File: src/rtl/i2c_mon_regs.svh
`ifndef I2C_MON_REGS_SVH
`define I2C_MON_REGS_SVH

// Register byte offsets
`define OFS_CONFIG 12'h000
`define OFS_IRQ_STATUS 12'h004
`define OFS_IRQ_MASK 12'h008
`define OFS_SLAVE_ADDR_ZERO 12'h048
`define OFS_ADDR0_QUALIFIER 12'h058
`define OFS_MONITOR_DATA 12'h080

// Configuration fields
`define CFG_MON_EN_BIT 0
`define CFG_STRETCH_BIT 1
`define CFG_WIDTH 2

// Slave address 0 and qualifier fields
`define ADDR_FIELD_HI 7
`define ADDR_FIELD_LO 1
`define ADDR_DISABLE_BIT 0
`define QUAL_MODE_BIT 0

// Monitor record fields
`define MON_NACK_BIT 10
`define MON_RESTART_BIT 9
`define MON_START_BIT 8
`define MON_BYTE_HI 7

// Interrupt status and mask bits
`define IRQ_ADDR0_BIT 0
`define IRQ_RECORD_BIT 1
`define IRQ_OVERRUN_BIT 2
`define IRQ_WIDTH 3

// Reset values
`define RST_CONFIG 2'h0
`define RST_SLAVE_ADDR_ZERO 8'h01
`define RST_ADDR0_QUALIFIER 8'h00
`define RST_IRQ 3'h0
`define RST_MON_REC 11'h000

// Bit counter: eight data bits then the acknowledge bit
`define LAST_DATA_BIT 4'h7
`define ACK_BIT_INDEX 4'h8

`endif

File: src/rtl/i2c_mon_pkg.sv
package i2c_mon_pkg;

  // Qualifier interpretation selected by the mode bit
  typedef enum logic {
    QUAL_MASK,
    QUAL_EXTEND
  } qual_mode_t;

  typedef logic [6:0] addr7_t;
  typedef logic [7:0] bus_byte_t;
  typedef logic [10:0] mon_record_t;

endpackage

File: src/rtl/i2c_addr_qualify_monitor.sv
// The implementer's own choice: the APB register port.
`timescale 1ns/10ps
`include "i2c_mon_regs.svh"
module i2c_addr_qualify_monitor
  import i2c_mon_pkg::*;
(
  input wire logic CLK,
  input wire logic RST,
  input wire logic PSEL,
  input wire logic PENABLE,
  input wire logic PWRITE,
  input wire logic [11:0] PADDR,
  input wire logic [31:0] PWDATA,
  output logic [31:0] PRDATA,
  output logic PREADY,
  output logic PSLVERR,
  input wire logic SCL_IN,
  input wire logic SDA_IN,
  output logic SCL_OUT,
  output logic SCL_OE_N,
  output logic ADDR0_MATCH,
  output logic IRQ
);

  // Address 0 comparison with optional qualifier
  function automatic logic addr0_hit(input addr7_t rx, input addr7_t adr,
                                     input addr7_t qual, input logic mode);
    logic hit;
    hit = (rx == adr);
    if (qual != 7'h00) begin
      if (qual_mode_t'(mode) == QUAL_MASK) begin
        hit = ((rx ^ adr) & ~qual) == 7'h00;
      end else begin
        hit = (rx >= adr) && (rx <= qual);
      end
    end
    return hit;
  endfunction

  // Register state
  logic [`CFG_WIDTH-1:0] config_reg, next_config_reg;
  logic [7:0] slave_addr_zero_reg, next_slave_addr_zero_reg;
  logic [7:0] addr0_qualifier, next_addr0_qualifier;
  logic [`IRQ_WIDTH-1:0] irq_status, next_irq_status;
  logic [`IRQ_WIDTH-1:0] irq_mask, next_irq_mask;
  logic [31:0] prdata_next;
  logic apb_access, apb_write, apb_read, addr_mapped;

  // Pin synchronisers and bus state
  logic scl_meta, sda_meta, scl_s, sda_s, scl_d, sda_d;
  logic [3:0] bit_cnt, next_bit_cnt;
  bus_byte_t shift_byte, next_shift_byte;
  logic in_frame, next_in_frame;
  logic seen_start, next_seen_start;
  logic seen_restart, next_seen_restart;
  logic first_byte, next_first_byte;
  logic addr_match, next_addr_match;

  // Monitor record and stretch
  mon_record_t mon_rec, next_mon_rec;
  logic rec_valid, next_rec_valid;
  logic scl_hold, next_scl_hold;

  logic scl_rise, scl_fall, start_cond, stop_cond;
  logic byte_done, data_bit, ack_bit;
  logic mon_en, stretch_en, mon_read;
  logic ev_record, ev_overrun;

  assign mon_en = config_reg[`CFG_MON_EN_BIT];
  assign stretch_en = config_reg[`CFG_STRETCH_BIT];

  // Pins cross two flops before anything looks at them
  always_ff @(posedge CLK or posedge RST) begin
    if (RST) begin
      scl_meta <= 1'b1;
      sda_meta <= 1'b1;
      scl_s <= 1'b1;
      sda_s <= 1'b1;
      scl_d <= 1'b1;
      sda_d <= 1'b1;
    end else begin
      scl_meta <= SCL_IN;
      sda_meta <= SDA_IN;
      scl_s <= scl_meta;
      sda_s <= sda_meta;
      scl_d <= scl_s;
      sda_d <= sda_s;
    end
  end

  // Bus events; start and stop only count while clock stays high
  assign scl_rise = scl_s && !scl_d;
  assign scl_fall = !scl_s && scl_d;
  assign start_cond = scl_s && scl_d && sda_d && !sda_s;
  assign stop_cond = scl_s && scl_d && !sda_d && sda_s;
  assign data_bit = scl_rise && (bit_cnt <= `LAST_DATA_BIT);
  assign ack_bit = scl_rise && (bit_cnt == `ACK_BIT_INDEX);
  assign byte_done = ack_bit && in_frame;

  // APB decode; the slave always answers in the access cycle
  assign apb_access = PSEL && PENABLE;
  assign apb_write = apb_access && PWRITE;
  assign apb_read = apb_access && !PWRITE;
  assign mon_read = apb_read && (PADDR == `OFS_MONITOR_DATA);
  assign PREADY = 1'b1;

  always_comb begin
    case (PADDR)
      `OFS_CONFIG, `OFS_IRQ_STATUS, `OFS_IRQ_MASK, `OFS_SLAVE_ADDR_ZERO,
      `OFS_ADDR0_QUALIFIER, `OFS_MONITOR_DATA: addr_mapped = 1'b1;
      default: addr_mapped = 1'b0;
    endcase
  end

  // Unmapped addresses get an error answer and read zero
  assign PSLVERR = apb_access && !addr_mapped;

  // Bit and byte tracking on the bus
  always_comb begin
    next_bit_cnt = bit_cnt;
    next_shift_byte = shift_byte;
    next_in_frame = in_frame;
    next_seen_start = seen_start;
    next_seen_restart = seen_restart;
    next_first_byte = first_byte;
    next_addr_match = 1'b0;
    if (start_cond) begin
      next_bit_cnt = 4'h0;
      next_in_frame = 1'b1;
      next_first_byte = 1'b1;
      next_seen_start = 1'b1;
      next_seen_restart = in_frame; // Start inside a frame is a repeat
    end else if (stop_cond) begin
      next_in_frame = 1'b0;
      next_bit_cnt = 4'h0;
    end else if (data_bit) begin
      next_shift_byte = {shift_byte[6:0], sda_s};
      next_bit_cnt = bit_cnt + 4'h1;
    end else if (ack_bit) begin
      next_bit_cnt = 4'h0;
      if (in_frame) begin
        next_first_byte = 1'b0;
        next_seen_start = 1'b0;
        next_seen_restart = 1'b0;
        // Only the address byte after a start is compared
        next_addr_match = first_byte
          && !slave_addr_zero_reg[`ADDR_DISABLE_BIT]
          && addr0_hit(shift_byte[7:1],
                       slave_addr_zero_reg[`ADDR_FIELD_HI:`ADDR_FIELD_LO],
                       addr0_qualifier[`ADDR_FIELD_HI:`ADDR_FIELD_LO],
                       addr0_qualifier[`QUAL_MODE_BIT]);
      end
    end
  end

  always_ff @(posedge CLK or posedge RST) begin
    if (RST) begin
      bit_cnt <= 4'h0;
      shift_byte <= 8'h00;
      in_frame <= 1'b0;
      seen_start <= 1'b0;
      seen_restart <= 1'b0;
      first_byte <= 1'b0;
      addr_match <= 1'b0;
    end else begin
      bit_cnt <= next_bit_cnt;
      shift_byte <= next_shift_byte;
      in_frame <= next_in_frame;
      seen_start <= next_seen_start;
      seen_restart <= next_seen_restart;
      first_byte <= next_first_byte;
      addr_match <= next_addr_match;
    end
  end

  assign ADDR0_MATCH = addr_match;

  // Monitor record, read release and clock stretch
  assign ev_record = byte_done && mon_en;
  assign ev_overrun = ev_record && rec_valid && !mon_read;

  always_comb begin
    next_mon_rec = mon_rec;
    next_rec_valid = rec_valid;
    if (mon_read) begin
      next_rec_valid = 1'b0;
    end
    // A new record wins over a read in the same cycle
    if (ev_record) begin
      next_mon_rec[`MON_NACK_BIT] = sda_s;
      next_mon_rec[`MON_RESTART_BIT] = seen_restart;
      next_mon_rec[`MON_START_BIT] = seen_start;
      next_mon_rec[`MON_BYTE_HI:0] = shift_byte;
      next_rec_valid = 1'b1;
    end
    // Pull clock low only once it is already low, so no high pulse is cut short
    next_scl_hold = mon_en && stretch_en && next_rec_valid
      && (scl_hold || !scl_s || scl_fall);
  end

  always_ff @(posedge CLK or posedge RST) begin
    if (RST) begin
      mon_rec <= `RST_MON_REC;
      rec_valid <= 1'b0;
      scl_hold <= 1'b0;
    end else begin
      mon_rec <= next_mon_rec;
      rec_valid <= next_rec_valid;
      scl_hold <= next_scl_hold;
    end
  end

  // Open-drain clock: enable low means the pin is driven low
  assign SCL_OUT = 1'b0;
  assign SCL_OE_N = !scl_hold;

  // Software registers and sticky interrupt flags
  always_comb begin
    next_config_reg = config_reg;
    next_slave_addr_zero_reg = slave_addr_zero_reg;
    next_addr0_qualifier = addr0_qualifier;
    next_irq_mask = irq_mask;
    next_irq_status = irq_status;
    if (apb_write) begin
      case (PADDR)
        `OFS_CONFIG: next_config_reg = PWDATA[`CFG_WIDTH-1:0];
        `OFS_IRQ_MASK: next_irq_mask = PWDATA[`IRQ_WIDTH-1:0];
        `OFS_IRQ_STATUS: next_irq_status = irq_status & ~PWDATA[`IRQ_WIDTH-1:0];
        `OFS_SLAVE_ADDR_ZERO: next_slave_addr_zero_reg = PWDATA[7:0];
        `OFS_ADDR0_QUALIFIER: next_addr0_qualifier = PWDATA[7:0];
        default: next_config_reg = config_reg; // Monitor data ignores writes
      endcase
    end
    // Hardware sets win over a same-cycle clear
    if (addr_match) begin
      next_irq_status[`IRQ_ADDR0_BIT] = 1'b1;
    end
    if (ev_record) begin
      next_irq_status[`IRQ_RECORD_BIT] = 1'b1;
    end
    if (ev_overrun) begin
      next_irq_status[`IRQ_OVERRUN_BIT] = 1'b1;
    end
  end

  always_ff @(posedge CLK or posedge RST) begin
    if (RST) begin
      config_reg <= `RST_CONFIG;
      slave_addr_zero_reg <= `RST_SLAVE_ADDR_ZERO;
      addr0_qualifier <= `RST_ADDR0_QUALIFIER;
      irq_status <= `RST_IRQ;
      irq_mask <= `RST_IRQ;
    end else begin
      config_reg <= next_config_reg;
      slave_addr_zero_reg <= next_slave_addr_zero_reg;
      addr0_qualifier <= next_addr0_qualifier;
      irq_status <= next_irq_status;
      irq_mask <= next_irq_mask;
    end
  end

  assign IRQ = |(irq_status & irq_mask);

  // Read mux; reserved bits read zero
  always_comb begin
    prdata_next = 32'h0000_0000;
    case (PADDR)
      `OFS_CONFIG: prdata_next[`CFG_WIDTH-1:0] = config_reg;
      `OFS_IRQ_STATUS: prdata_next[`IRQ_WIDTH-1:0] = irq_status;
      `OFS_IRQ_MASK: prdata_next[`IRQ_WIDTH-1:0] = irq_mask;
      `OFS_SLAVE_ADDR_ZERO: prdata_next[7:0] = slave_addr_zero_reg;
      `OFS_ADDR0_QUALIFIER: prdata_next[7:0] = addr0_qualifier;
      `OFS_MONITOR_DATA: prdata_next[`MON_NACK_BIT:0] = mon_rec;
      default: prdata_next = 32'h0000_0000;
    endcase
  end

  // Read data is combinational from state so it is valid in the access cycle
  assign PRDATA = apb_read ? prdata_next : 32'h0000_0000;

endmodule

File: config.mk
export PLATFORM = sky130hd
export DESIGN_NAME = i2c_addr_qualify_monitor
export DESIGN_NICKNAME = d
export VERILOG_FILES = /design/src/rtl/i2c_mon_pkg.sv /design/src/rtl/i2c_addr_qualify_monitor.sv
export VERILOG_INCLUDE_DIRS = /design/src /design/src/rtl
export SDC_FILE = /design/constraint.sdc
export NUM_CORES = 1
export LEC_CHECK = 0
export BUFFER_PORTS_ARGS = -buffer_cell sky130_fd_sc_hd__buf_4
export CAP_MARGIN = 0
export CORE_ASPECT_RATIO = 2
export CORE_MARGIN = 2
export CORE_UTILIZATION = 57
export DETAILED_ROUTE_END_ITERATION = 8
export GPL_ROUTABILITY_DRIVEN = 0
export PLACE_DENSITY = 0.88
export RECOVER_POWER = 25
export SKIP_LAST_GASP = 1
export SLEW_MARGIN = 15
export SYNTH_ARGS = -nofsm -noshare
export SYNTH_HDL_FRONTEND = slang
export SYNTH_SLANG_ARGS = --single-unit
File: constraint.sdc
create_clock -name CLK -period 4.9 [get_ports CLK]
set_clock_uncertainty 0.2 [all_clocks]
set_input_delay 0.98 -clock CLK [delete_from_list [all_inputs] [get_ports CLK]]
set_output_delay 0.98 -clock CLK [all_outputs]
set_load 0.05 [all_outputs]
==> results of run 1 <==
-- metal layers --
metal	vias up	track usage [%]	share of wire (%)
li1	1145	-	-
met1	1226	27.48	36
met2	118	42.05	53
met3	35	6.336	5.9
met4	0	17.67	5.7
met5	-	0	0
-- power by group --
group          leakage, nW  total (W)  internal [W]  switching [W]
Sequential           0.766   0.000585      0.000529      0.0000561
Combinational         1.01   0.000318      0.000127       0.000191
Clock                0.162   0.000694      0.000474       0.000221
Total                 1.94    0.00160       0.00113       0.000468
-- cells in the mapped netlist, types with 2 or more instances --
cell type  count
nor4_1         2
nand3_1       13
ha_1          16
o22ai_1        3
o21ai_0       10
a211oi_1       2
a21o_1         2
or4_4          2
and2_1         3
and3_1         3
mux2_2        28
a2bb2oi_1      5
dfrtp_1       52
nand2_1       17
and4_1         3
mux2_1         3
or3_1          2
nor2_1        21
dfstp_2        7
clkbuf_1       4
a21oi_1        9
a22o_1         2
buf_4         23
nor3_1         4
inv_1         19
a221o_1        3
conb_1         2
nand4_1        5
nand2b_1       4
mux2i_1       10
mux2_4         8
-- worst paths after layout --
path | endpoint | startpoint
min reg2reg | scl_s | scl_meta
min | scl_s | scl_meta
min in group asynchronous | mon_rec[10] | RST
max | PRDATA[3] | PADDR[1]
max reg2reg | mon_rec[1] | scl_s
max in group asynchronous | slave_addr_zero_reg[5] | RST
-- cell type report --
cell class,count,area (um^2)
Fill cell,415,1762
Multi-Input combinational cell,220,1658
Clock inverter,5,85.08
Tap cell,61,76.32
Timing Repair Buffer,43,319.1
Clock buffer,11,252.7
Sequential cell,59,1485
Inverter,19,71.32
-- critical path, cell delays in order --
cell       delay (ns)
buf_4            0.11
or3_1            0.42
nor4_1           0.24
buf_4            0.20
and3_1           0.30
a2bb2oi_1        0.11
nor2_1           0.13
buf_4            0.22
-- metrics by stage --
stage | setup WS [ns] | hold slack (ns) | power, W | util (%) | instances
floorplan | 0.7989 | 0.1452 | 0.0008165 | - | 328
global placement | 1.130 | 0.1452 | 0.0008652 | 63.29 | 402
detailed placement | 1.038 | 0.1468 | 0.0008951 | 63.29 | 402
CTS | 1.022 | 0.1544 | 0.001600 | 69.21 | 418
global route | 0.8824 | 0.1615 | 0.001665 | 69.14 | 418
finish | 1.011 | 0.1588 | 0.001597 | 69.14 | 418
-- cell families after synthesis --
logic type               after synthesis
buffers and inverters                 49
AO/OA/AOI/OAI                         43
flip-flops                            59
multiplexers                          49
AND/OR/NAND/NOR                       88
adder cells (fa/ha/maj)               16
XOR/XNOR                               1
other                                  2
-- cells in the final DEF, fill, tap and decap left out, types with 4 or more instances in the layout --
master,netlist,final
a21oi_1,9,9
a2bb2oi_1,5,5
buf_4,23,39
clkbuf_16,0,9
conb_1,2,23
dfrtp_1,52,52
dfstp_2,7,5
ha_1,16,16
inv_1,19,19
mux2_2,28,28
mux2_4,8,8
mux2i_1,10,10
nand2_1,17,17
nand2b_1,4,4
nand3_1,13,13
nand4_1,5,5
nor2_1,21,21
nor3_1,4,4
o21ai_0,10,10
==> summary.txt, run 1 <==
Run
  – Max Cap Violations: 1

Clocking
  – Clk_lat worst skew: 0.33 ns
  – CTS Buf Count: 9
  – Clock buffer depth: 2
  – CTS resizes: 0
  – Clock Root Buffer: clkbuf_16
  – # Post-CTS Setup Buffers: 0
  – CTS tree: done
  – CTS H-Tree Depth: 3
  – Total clock sinks: 59
  – Number of buffers inserted by hold repair at cts: 0
  – Clock transition at the registers of the reported paths: 0.05 ns

Setup path
  – Crit Path Class: in2out
  – CP endpoint kind: output pin
  – Startpoint Class: primary input
  – CP required: 3.72 ns
  – R2R setup slack: 2.61 ns
  – Worst Path Arrival: 2.71 ns
  – Crit path max fanout: 7
  – Worst Reg-to-Reg Cells: 5

Logic synthesis
  – Async S/R FF share, synth: 100.0%
  – Seq/Total Area, Yosys: 44.42%
  – XOR/XNOR share of the synthesized area: 0.2620%
  – Number of flops mapped to enable cells by yosys: 0
  – Post-synthesis mux area share: 17.03%
  – Warnings, synthesis: 0
  – Synth Area in Adders: 5.988%
  – Mapped cell area: 0.003343 mm^2
  – Mapped Cells: 307
  – Register bit total from synthesis: 59
  – Main combinational cell family by area after synthesis: multiplexers
  – Syn avg cell area: 10.89 um^2
  – Area leader, netlist: dfrtp_1
  – Primary FF master, synth: dfrtp_1
  – Yosys top cell area share: 38.92%
  – Fraction of the mapped netlist area in compound gates: 8.795%
  – Synth Area in Simple Gates: 14.93%
  – Distinct cells, synth: 51
  – Top cells by area, synth: dfrtp_1 39%, mux2_2 9.4%, ha_1 6.0%, dfstp_2 5.5%, buf_4 5.2%

Place
  – DPL Wire Length: 5.498 mm
  – Port bufs: 41
  – Post-DP Area: 0.003613 mm^2

Timing
  – Crit share post-route: 79.37%
  – Slew Viols, Final: 43
  – Max Clk Rate: 257.1 MHz
  – Setup TNS Final: 0 ns
  – Worst slew pin tran: 2.278 ns
  – Minimum clock period: 3.889 ns
  – RSZ-0062 raised after global routing: false
  – Setup-failing EPs final: 0
  – Final Hold Fails: 0
  – Worst slew margin: -51.87%

Global routing
  – Initial antenna violation count: 0
  – GRT Util Overall: 25.43%
  – Largest net degree at the start of global routing: 43
  – Global-route wire length before repair: 12.30 mm
  – Number of global-route vias before repair: 2594
  – Grt total ovfl: 0

Detailed routing
  – DR vias/cell: 6.038
  – ANT nets after route: 0
  – Initial DRC count: 97
  – Via Count: 2524
  – Routed WL per cell: 18.03 um
  – DRC Markers: 0
  – DRT Pass-1 Iters: 4
  – Aggregate routed wire length: 7.536 mm

Layout
  – Number of flip-flops in the largest register: 11
  – Diodes inserted: 0
  – Area delta synth->final: 18.08%
  – Final nets: 419
  – Final Cell Area: 0.003948 mm^2
  – Largest Register: mon_rec
  – Share of cells above drive strength 1: 29.69%

Outcome
  – Failing checks: capacitance limit, slew limit
  – Status: complete, but fails checks

Min path
  – Min-delay worst type: reg2reg
  – Hold path depth: 0

Power
  – VDD IR max: 0.4153 mV
  – Leak: 1.939 nW
  – Pwr Density: 404.7 mW/mm^2

Die
  – I/O pin cnt: 89
  – Chip Height: 112.3 um
  – Die area: 0.006531 mm^2
  – Core Region: 0.005709 mm^2
  – Initial Util: 58.56%
  – Row cnt: 39
  – Die width: 58.16 um
No activity file was read; power rests on OpenSTA's default activity.
==> run 2, diff against run 1 <==
--- a/config.mk
+++ b/config.mk
@@ -10,10 +10,10 @@
 export CAP_MARGIN = 0
 export CORE_ASPECT_RATIO = 2
 export CORE_MARGIN = 2
-export CORE_UTILIZATION = 57
+export CORE_UTILIZATION = 53
 export DETAILED_ROUTE_END_ITERATION = 8
 export GPL_ROUTABILITY_DRIVEN = 0
-export PLACE_DENSITY = 0.88
+export PLACE_DENSITY = 0.83
 export RECOVER_POWER = 25
 export SKIP_LAST_GASP = 1
 export SLEW_MARGIN = 15
==> constraint.sdc (replaced) <==
create_clock -name CLK -period 3.6 [get_ports CLK]
set_clock_uncertainty 0.2 [all_clocks]
set_input_delay 0.72 -clock CLK [delete_from_list [all_inputs] [get_ports CLK]]
set_output_delay 0.72 -clock CLK [all_outputs]
set_load 0.05 [all_outputs]
==> run 2 against run 1 <==
The flow now finishes without violations; total power grew 35%; clock power grew 33%; routed wire length shrank 0.85%; die area grew 7.1%; largest cell class unchanged.
==> summary.txt, run 2 (same netlist as run 1, synthesis figures left out) <==
Layout
  – Most frequent cells in the layout: 52 x dfrtp_1, 41 x buf_4, 28 x mux2_2 (was 52 x dfrtp_1, 39 x buf_4, 28 x mux2_2)
  – Fillers: 462 (was 415)
  – Final nets: 420 (was 419)
  – Share of cells above drive strength 1: 29.89% (was 29.69%)
  – Non-filler cells, final: 444 (was 418)
  – Area delta synth->final: 19.09% (was 18.08%)
  – Most common cell after layout, fill and taps aside: dfrtp_1 (unchanged)
  – Diodes inserted: 0 (unchanged)
  – Largest Register: mon_rec (unchanged)
  – Number of flip-flops in the largest register: 11 (unchanged)

Clocking
  – Clock buffer depth: 2 (unchanged)
  – CTS H-Tree Depth: 3 (unchanged)
  – Clock Root Buffer: clkbuf_16 (unchanged)
  – Clock transition at the registers of the reported paths: 0.05 ns (about the same)
  – CTS resizes: 0 (unchanged)
  – Number of buffers inserted by hold repair at cts: 0 (unchanged)
  – # Post-CTS Setup Buffers: 0 (unchanged)
  – Total clock sinks: 59 (unchanged)
  – CTS Buf Count: 9 (unchanged)
  – CTS tree: done (unchanged)
  – Clk_lat worst skew: 0.32 ns (was 0.33 ns)

Setup path
  – R2R setup slack: 1.35 ns (was 2.61 ns)
  – End of the critical path: PRDATA[3] (unchanged)
  – Worst Path Arrival: 2.39 ns (was 2.71 ns)
  – Reg-to-reg critical path startpoint: scl_s (unchanged)
  – CP cell instances: buf_4 > or3_1 > nor4_1 > buf_4 > and3_1 > a2bb2oi_1 > nor2_1 > buf_4 (unchanged)
  – CP max stage cell: or3_1 (unchanged)
  – CP required: 2.68 ns (was 3.72 ns)
  – Crit path max fanout: 7 (unchanged)
  – Worst Setup SP: PADDR[1] (unchanged)
  – Crit Path Class: in2out (unchanged)
  – Startpoint Class: primary input (unchanged)
  – Worst Reg-to-Reg Cells: 5 (unchanged)
  – Worst r2r dst: mon_rec[5] (was mon_rec[1])
  – CP endpoint kind: output pin (unchanged)
  – CP most frequent cell: buf_4 (unchanged)
  – Slowest cell delay on critical path: 0.42 ns (about the same)

Die
  – Core Region: 0.006207 mm^2 (was 0.005709 mm^2)
  – Die width: 60.16 um (was 58.16 um)
  – Die area: 0.006998 mm^2 (was 0.006531 mm^2)
  – Initial Util: 53.86% (was 58.56%)
  – I/O pin cnt: 89 (unchanged)
  – Chip Height: 116.3 um (was 112.3 um)
  – Row cnt: 41 (was 39)

Place
  – DPL Wire Length: 5.219 mm (was 5.498 mm)
  – Dpl cells: 428 (was 402)
  – Port bufs: 41 (unchanged)
  – Dpl ws: 0.3671 ns (was 1.038 ns)

Global routing
  – Largest net degree at the start of global routing: 35 (was 43)
  – Initial antenna violation count: 0 (unchanged)
  – Number of global-route vias before repair: 2557 (was 2594)
  – GRT Util Overall: 23.16% (was 25.43%)
  – Global-route wire length before repair: 11.96 mm (was 12.30 mm)
  – Grt total ovfl: 0 (unchanged)

Detailed routing
  – ANT nets after route: 0 (unchanged)
  – Aggregate routed wire length: 7.472 mm (was 7.536 mm)
  – DR vias/cell: 5.705 (was 6.038)
  – Routed WL per cell: 16.83 um (was 18.03 um)
  – DRT Pass-1 Iters: 4 (unchanged)
  – Initial DRC count: 110 (was 97)
  – Via Count: 2533 (was 2524)
  – DRC Markers: 0 (unchanged)

Timing
  – Max Clk Rate: 302.2 MHz
  – Setup-failing EPs final: 0 (unchanged)
  – Worst slew pin tran: 1.230 ns (was 2.278 ns)
  – Minimum clock period: 3.309 ns
  – RSZ-0062 raised after global routing: false (unchanged)
  – Final Hold Fails: 0 (unchanged)
  – Slew Viols, Final: 0 (was 43)
  – Final WS setup: 0.2913 ns (was 1.011 ns)
  – Crit share post-route: 91.91%
  – Setup TNS Final: 0 ns (unchanged)
  – Worst slew margin: 17.89% (was -51.87%)

Power
  – VDD IR max: 0.4256 mV (was 0.4153 mV)
  – Leak: 1.944 nW (was 1.939 nW)
  – Pwr Density: 540.9 mW/mm^2 (was 404.7 mW/mm^2)

Run
  – Max Cap Violations: 0 (was 1)

Outcome
  – Status: finished, final reports clean (was complete, but fails checks)

Min path
  – Min-delay worst type: reg2reg (unchanged)
-- run 2: where the power goes --
part           internal, W  switching [W]
Combinational     0.000176       0.000264
Clock             0.000641       0.000279
Sequential        0.000720      0.0000742
Total              0.00154       0.000616
-- run 2: through the flow --
stage / instance area (um^2) / utilization [%] / hold WS, ns / power (W)
floorplan: 3422 / - / 0.1452 / 0.001111
global placement: 3652 / 58.84 / 0.1455 / 0.001178
detailed placement: 3652 / 58.84 / 0.1509 / 0.001213
CTS: 3981 / 64.14 / 0.1582 / 0.002158
global route: 3981 / 64.14 / 0.1686 / 0.002245
finish: 3981 / 64.14 / 0.1623 / 0.002153
-- run 2: area by class of cell --
type	count	area, um^2	area share, %
sequential	59	1485	37.30
clock buffer	12	256.5	6.442
timing repair buffer	44	330.3	8.297
clock inverter	4	72.57	1.823
tap	86	107.6	2.703
multi-input combinational	220	1658	41.64
inverter	19	71.32	1.791
-- run 2: how the worst min path moves through the flow --
stage | cells after the start | start | to | slack (ns)
6_report | 0 | scl_meta | scl_s | 0.16
5_1_grt | 0 | scl_meta | scl_s | 0.17
4_1_cts | 0 | scl_meta | scl_s | 0.16
3_5_place_dp | 0 | scl_meta | scl_s | 0.15
3_3_place_gp | 0 | scl_meta | scl_s | 0.15
2_1_floorplan | 0 | scl_meta | scl_s | 0.15
-- run 2: layer usage --
| layer | wire length (um) | up-vias | track usage [%] |
|---|---|---|---|
| met5 | 0 | - | 0 |
| met3 | 446 | 28 | 3.987 |
| met2 | 3948 | 117 | 39.35 |
| li1 | - | 1152 | - |
| met1 | 2804 | 1236 | 26.97 |
| met4 | 272 | 0 | 12.30 |
-- run 2: worst max-delay path, delay by kind of cell --
kind	cells	cell delay, ns
buffers and inverters	3	0.51
AOI/OAI and AO/OA	1	0.12
and+or+nand+nor	4	1.04
==> run 3, diff against run 2 <==
--- a/config.mk
+++ b/config.mk
@@ -9,7 +9,7 @@
 export BUFFER_PORTS_ARGS = -buffer_cell sky130_fd_sc_hd__buf_4
 export CAP_MARGIN = 0
 export CORE_ASPECT_RATIO = 2
-export CORE_MARGIN = 2
+export CORE_MARGIN = 3
 export CORE_UTILIZATION = 53
 export DETAILED_ROUTE_END_ITERATION = 8
 export GPL_ROUTABILITY_DRIVEN = 0
==> run 3 against run 2 <==
Register-to-register slack is essentially flat; worst hold slack lost 0.0021 ns; non-clock buffer count shrank 1; critical path depth is the same; die area grew 5.1%; first-iteration DRC count shrank 12%; global-route usage shrank 1.6 points; largest power group unchanged.
==> summary.txt, run 3 (same netlist as run 1, synthesis figures left out) <==
Outcome
  – Status: finished, final reports clean (unchanged)

Global routing
  – Initial antenna violation count: 0 (unchanged)
  – Number of global-route vias before repair: 2627 (was 2557)
  – Global-route wire length before repair: 12.21 mm (was 11.96 mm)
  – Largest net degree at the start of global routing: 45 (was 35)
  – Grt total ovfl: 0 (unchanged)
  – GRT Util Overall: 21.56% (was 23.16%)

Timing
  – Setup TNS Final: 0 ns (unchanged)
  – Minimum clock period: 3.304 ns (was 3.309 ns)
  – Worst slew margin: 29.00% (was 17.89%)
  – Final Hold Fails: 0 (unchanged)
  – Slew Viols, Final: 0 (unchanged)
  – Worst slew pin tran: 1.065 ns (was 1.230 ns)
  – Max Clk Rate: 302.6 MHz (was 302.2 MHz)
  – RSZ-0062 raised after global routing: false (unchanged)
  – Setup-failing EPs final: 0 (unchanged)
  – Crit share post-route: 91.79% (was 91.91%)

Detailed routing
  – DRT Pass-1 Iters: 4 (unchanged)
  – Aggregate routed wire length: 7.412 mm (was 7.472 mm)
  – Max layer used: met4 (unchanged)
  – WL met1: 2.680 mm (was 2.804 mm)
  – DRC Markers: 0 (unchanged)
  – Initial DRC count: 97 (was 110)
  – ANT nets after route: 0 (unchanged)
  – Metal3 WL: 474 um (was 446 um)
  – DR vias/cell: 5.664 (was 5.705)
  – Routed WL per cell: 16.81 um (was 16.83 um)
  – Via Count: 2498 (was 2533)
  – Met2 WL post-DR: 3.877 mm (was 3.948 mm)

Min path
  – Min-delay worst type: reg2reg (unchanged)
  – Hold Crit Endpoint: scl_s (unchanged)
  – Min-delay src: scl_meta (unchanged)
  – Hold path depth: 0 (unchanged)

Layout
  – Largest Register: mon_rec (unchanged)
  – Most frequent cells in the layout: 52 x dfrtp_1, 39 x buf_4, 28 x mux2_2 (was 52 x dfrtp_1, 41 x buf_4, 28 x mux2_2)
  – Final core utilization: 65.14% (was 64.14%)
  – Most common cell after layout, fill and taps aside: dfrtp_1 (unchanged)
  – Final nets: 419 (was 420)
  – Diodes inserted: 0 (unchanged)
  – Share of cells above drive strength 1: 29.69% (was 29.89%)
  – Area delta synth->final: 18.00% (was 19.09%)
  – Number of flip-flops in the largest register: 11 (unchanged)

Place
  – Port bufs: 41 (unchanged)
  – DPL Wire Length: 5.478 mm (was 5.219 mm)

Power
  – NetSw: 0.0006061 W (was 0.0006163 W)
  – Pwr Density: 524.3 mW/mm^2 (was 540.9 mW/mm^2)
  – Leak: 1.932 nW (was 1.944 nW)
  – Tot Pwr: 0.002068 W (was 0.002153 W)
  – VDD IR max: 0.4619 mV (was 0.4256 mV)
  – Comb power frac: 20.3% (was 20.4%)
  – Sequential fraction of design power: 38.4% (was 36.9%)
  – Clock Power Share: 41.3% (was 42.7%)
  – Net Sw Frac: 29.30% (was 28.62%)
  – Internal Pwr Total: 0.001462 W (was 0.001537 W)

Setup path
  – CP most frequent cell: buf_4 (unchanged)
  – Slowest cell delay on critical path: 0.43 ns (was 0.42 ns)
  – CP max stage cell: or3_1 (unchanged)
  – CP cell instances: buf_4 > or3_1 > nor4_1 > buf_4 > and3_1 > a2bb2oi_1 > nor2_1 > buf_4 (unchanged)
  – R2R setup slack: 1.36 ns (was 1.35 ns)
  – Crit path max fanout: 7 (unchanged)
  – Worst Path Arrival: 2.38 ns (was 2.39 ns)
  – Worst r2r dst: mon_rec[4] (was mon_rec[5])
  – Worst Reg-to-Reg Cells: 5 (unchanged)
  – Startpoint Class: primary input (unchanged)
  – Crit Path Class: in2out (unchanged)
  – CP endpoint kind: output pin (unchanged)
  – CP required: 2.68 ns (about the same)
  – Reg-to-reg critical path startpoint: scl_s (unchanged)

Die
  – Chip Height: 118.3 um (was 116.3 um)
  – I/O pin cnt: 89 (unchanged)
  – Die area: 0.007355 mm^2 (was 0.006998 mm^2)
  – Initial Util: 55.21% (was 53.86%)
  – Die width: 62.16 um (was 60.16 um)
  – Core Region: 0.006056 mm^2 (was 0.006207 mm^2)
  – Row cnt: 40 (was 41)

Clocking
  – Number of buffers inserted by hold repair at cts: 0 (unchanged)
  – Clock transition at the registers of the reported paths: 0.05 ns (about the same)
  – Clock buffer depth: 2 (unchanged)
  – # Post-CTS Setup Buffers: 0 (unchanged)
  – Clk_lat worst skew: 0.33 ns (was 0.32 ns)
  – CTS tree: done (unchanged)
  – CTS H-Tree Depth: 3 (unchanged)
  – CTS resizes: 0 (unchanged)
  – Clock Root Buffer: clkbuf_16 (unchanged)
  – Total clock sinks: 59 (unchanged)
  – CTS Buf Count: 9 (unchanged)

Run
  – Max Cap Violations: 0 (unchanged)
## run 3: layer usage
| metal | vias up | GRT usage (%) |
|---|---|---|
| li1 | 1150 | - |
| met1 | 1189 | 21.06 |
| met2 | 126 | 36.96 |
| met3 | 33 | 7.605 |
| met4 | 0 | 15.51 |
| met5 | - | 0 |
## run 3: critical path: cells and delay by family
family / cells / cell delay, ns
AOI/OAI and AO/OA: 1 / 0.10
and+or+nand+nor: 4 / 1.05
buffers and inverters: 3 / 0.50
## run 3: power by group through the flow
stage	Sequential (W)	Clock [W]	Combinational (W)
floorplan	0.000773	0	0.000338
global placement	0.000800	0	0.000382
detailed placement	0.000802	0	0.000415
CTS	0.000792	0.000870	0.000420
global route	0.000799	0.000901	0.000466
finish	0.000793	0.000854	0.000421
## run 3: worst max-delay path by stage
stage / from / end / slack, ns
2_1_floorplan: PADDR[1] / PRDATA[3] / 0.02
3_3_place_gp: PADDR[1] / PRDATA[3] / 0.35
5_1_grt: PADDR[1] / PRDATA[3] / 0.16
3_5_place_dp: PADDR[1] / PRDATA[3] / 0.35
6_report: PADDR[1] / PRDATA[7] / 0.30
4_1_cts: PADDR[1] / PRDATA[3] / 0.32
## run 3: final cells by class
type	instances	area (um^2)
Fill cell	493	2111
Multi-Input combinational cell	220	1658
Sequential cell	59	1485
Timing Repair Buffer	43	320.3
Clock buffer	12	256.5
Tap cell	84	105.1
Inverter	19	71.32
Clock inverter	4	48.80
## run 3: per-stage QoR
step	worst slack [ns]	hold slack, ns	cells	instance area, um^2
5_1_grt	0.1639	0.1661	441	3945
2_1_floorplan	0.01891	0.1452	328	3422
4_1_cts	0.3223	0.1513	441	3948
3_3_place_gp	0.3456	0.1452	425	3642
3_5_place_dp	0.3452	0.1472	425	3642
6_report	0.2956	0.1602	441	3945
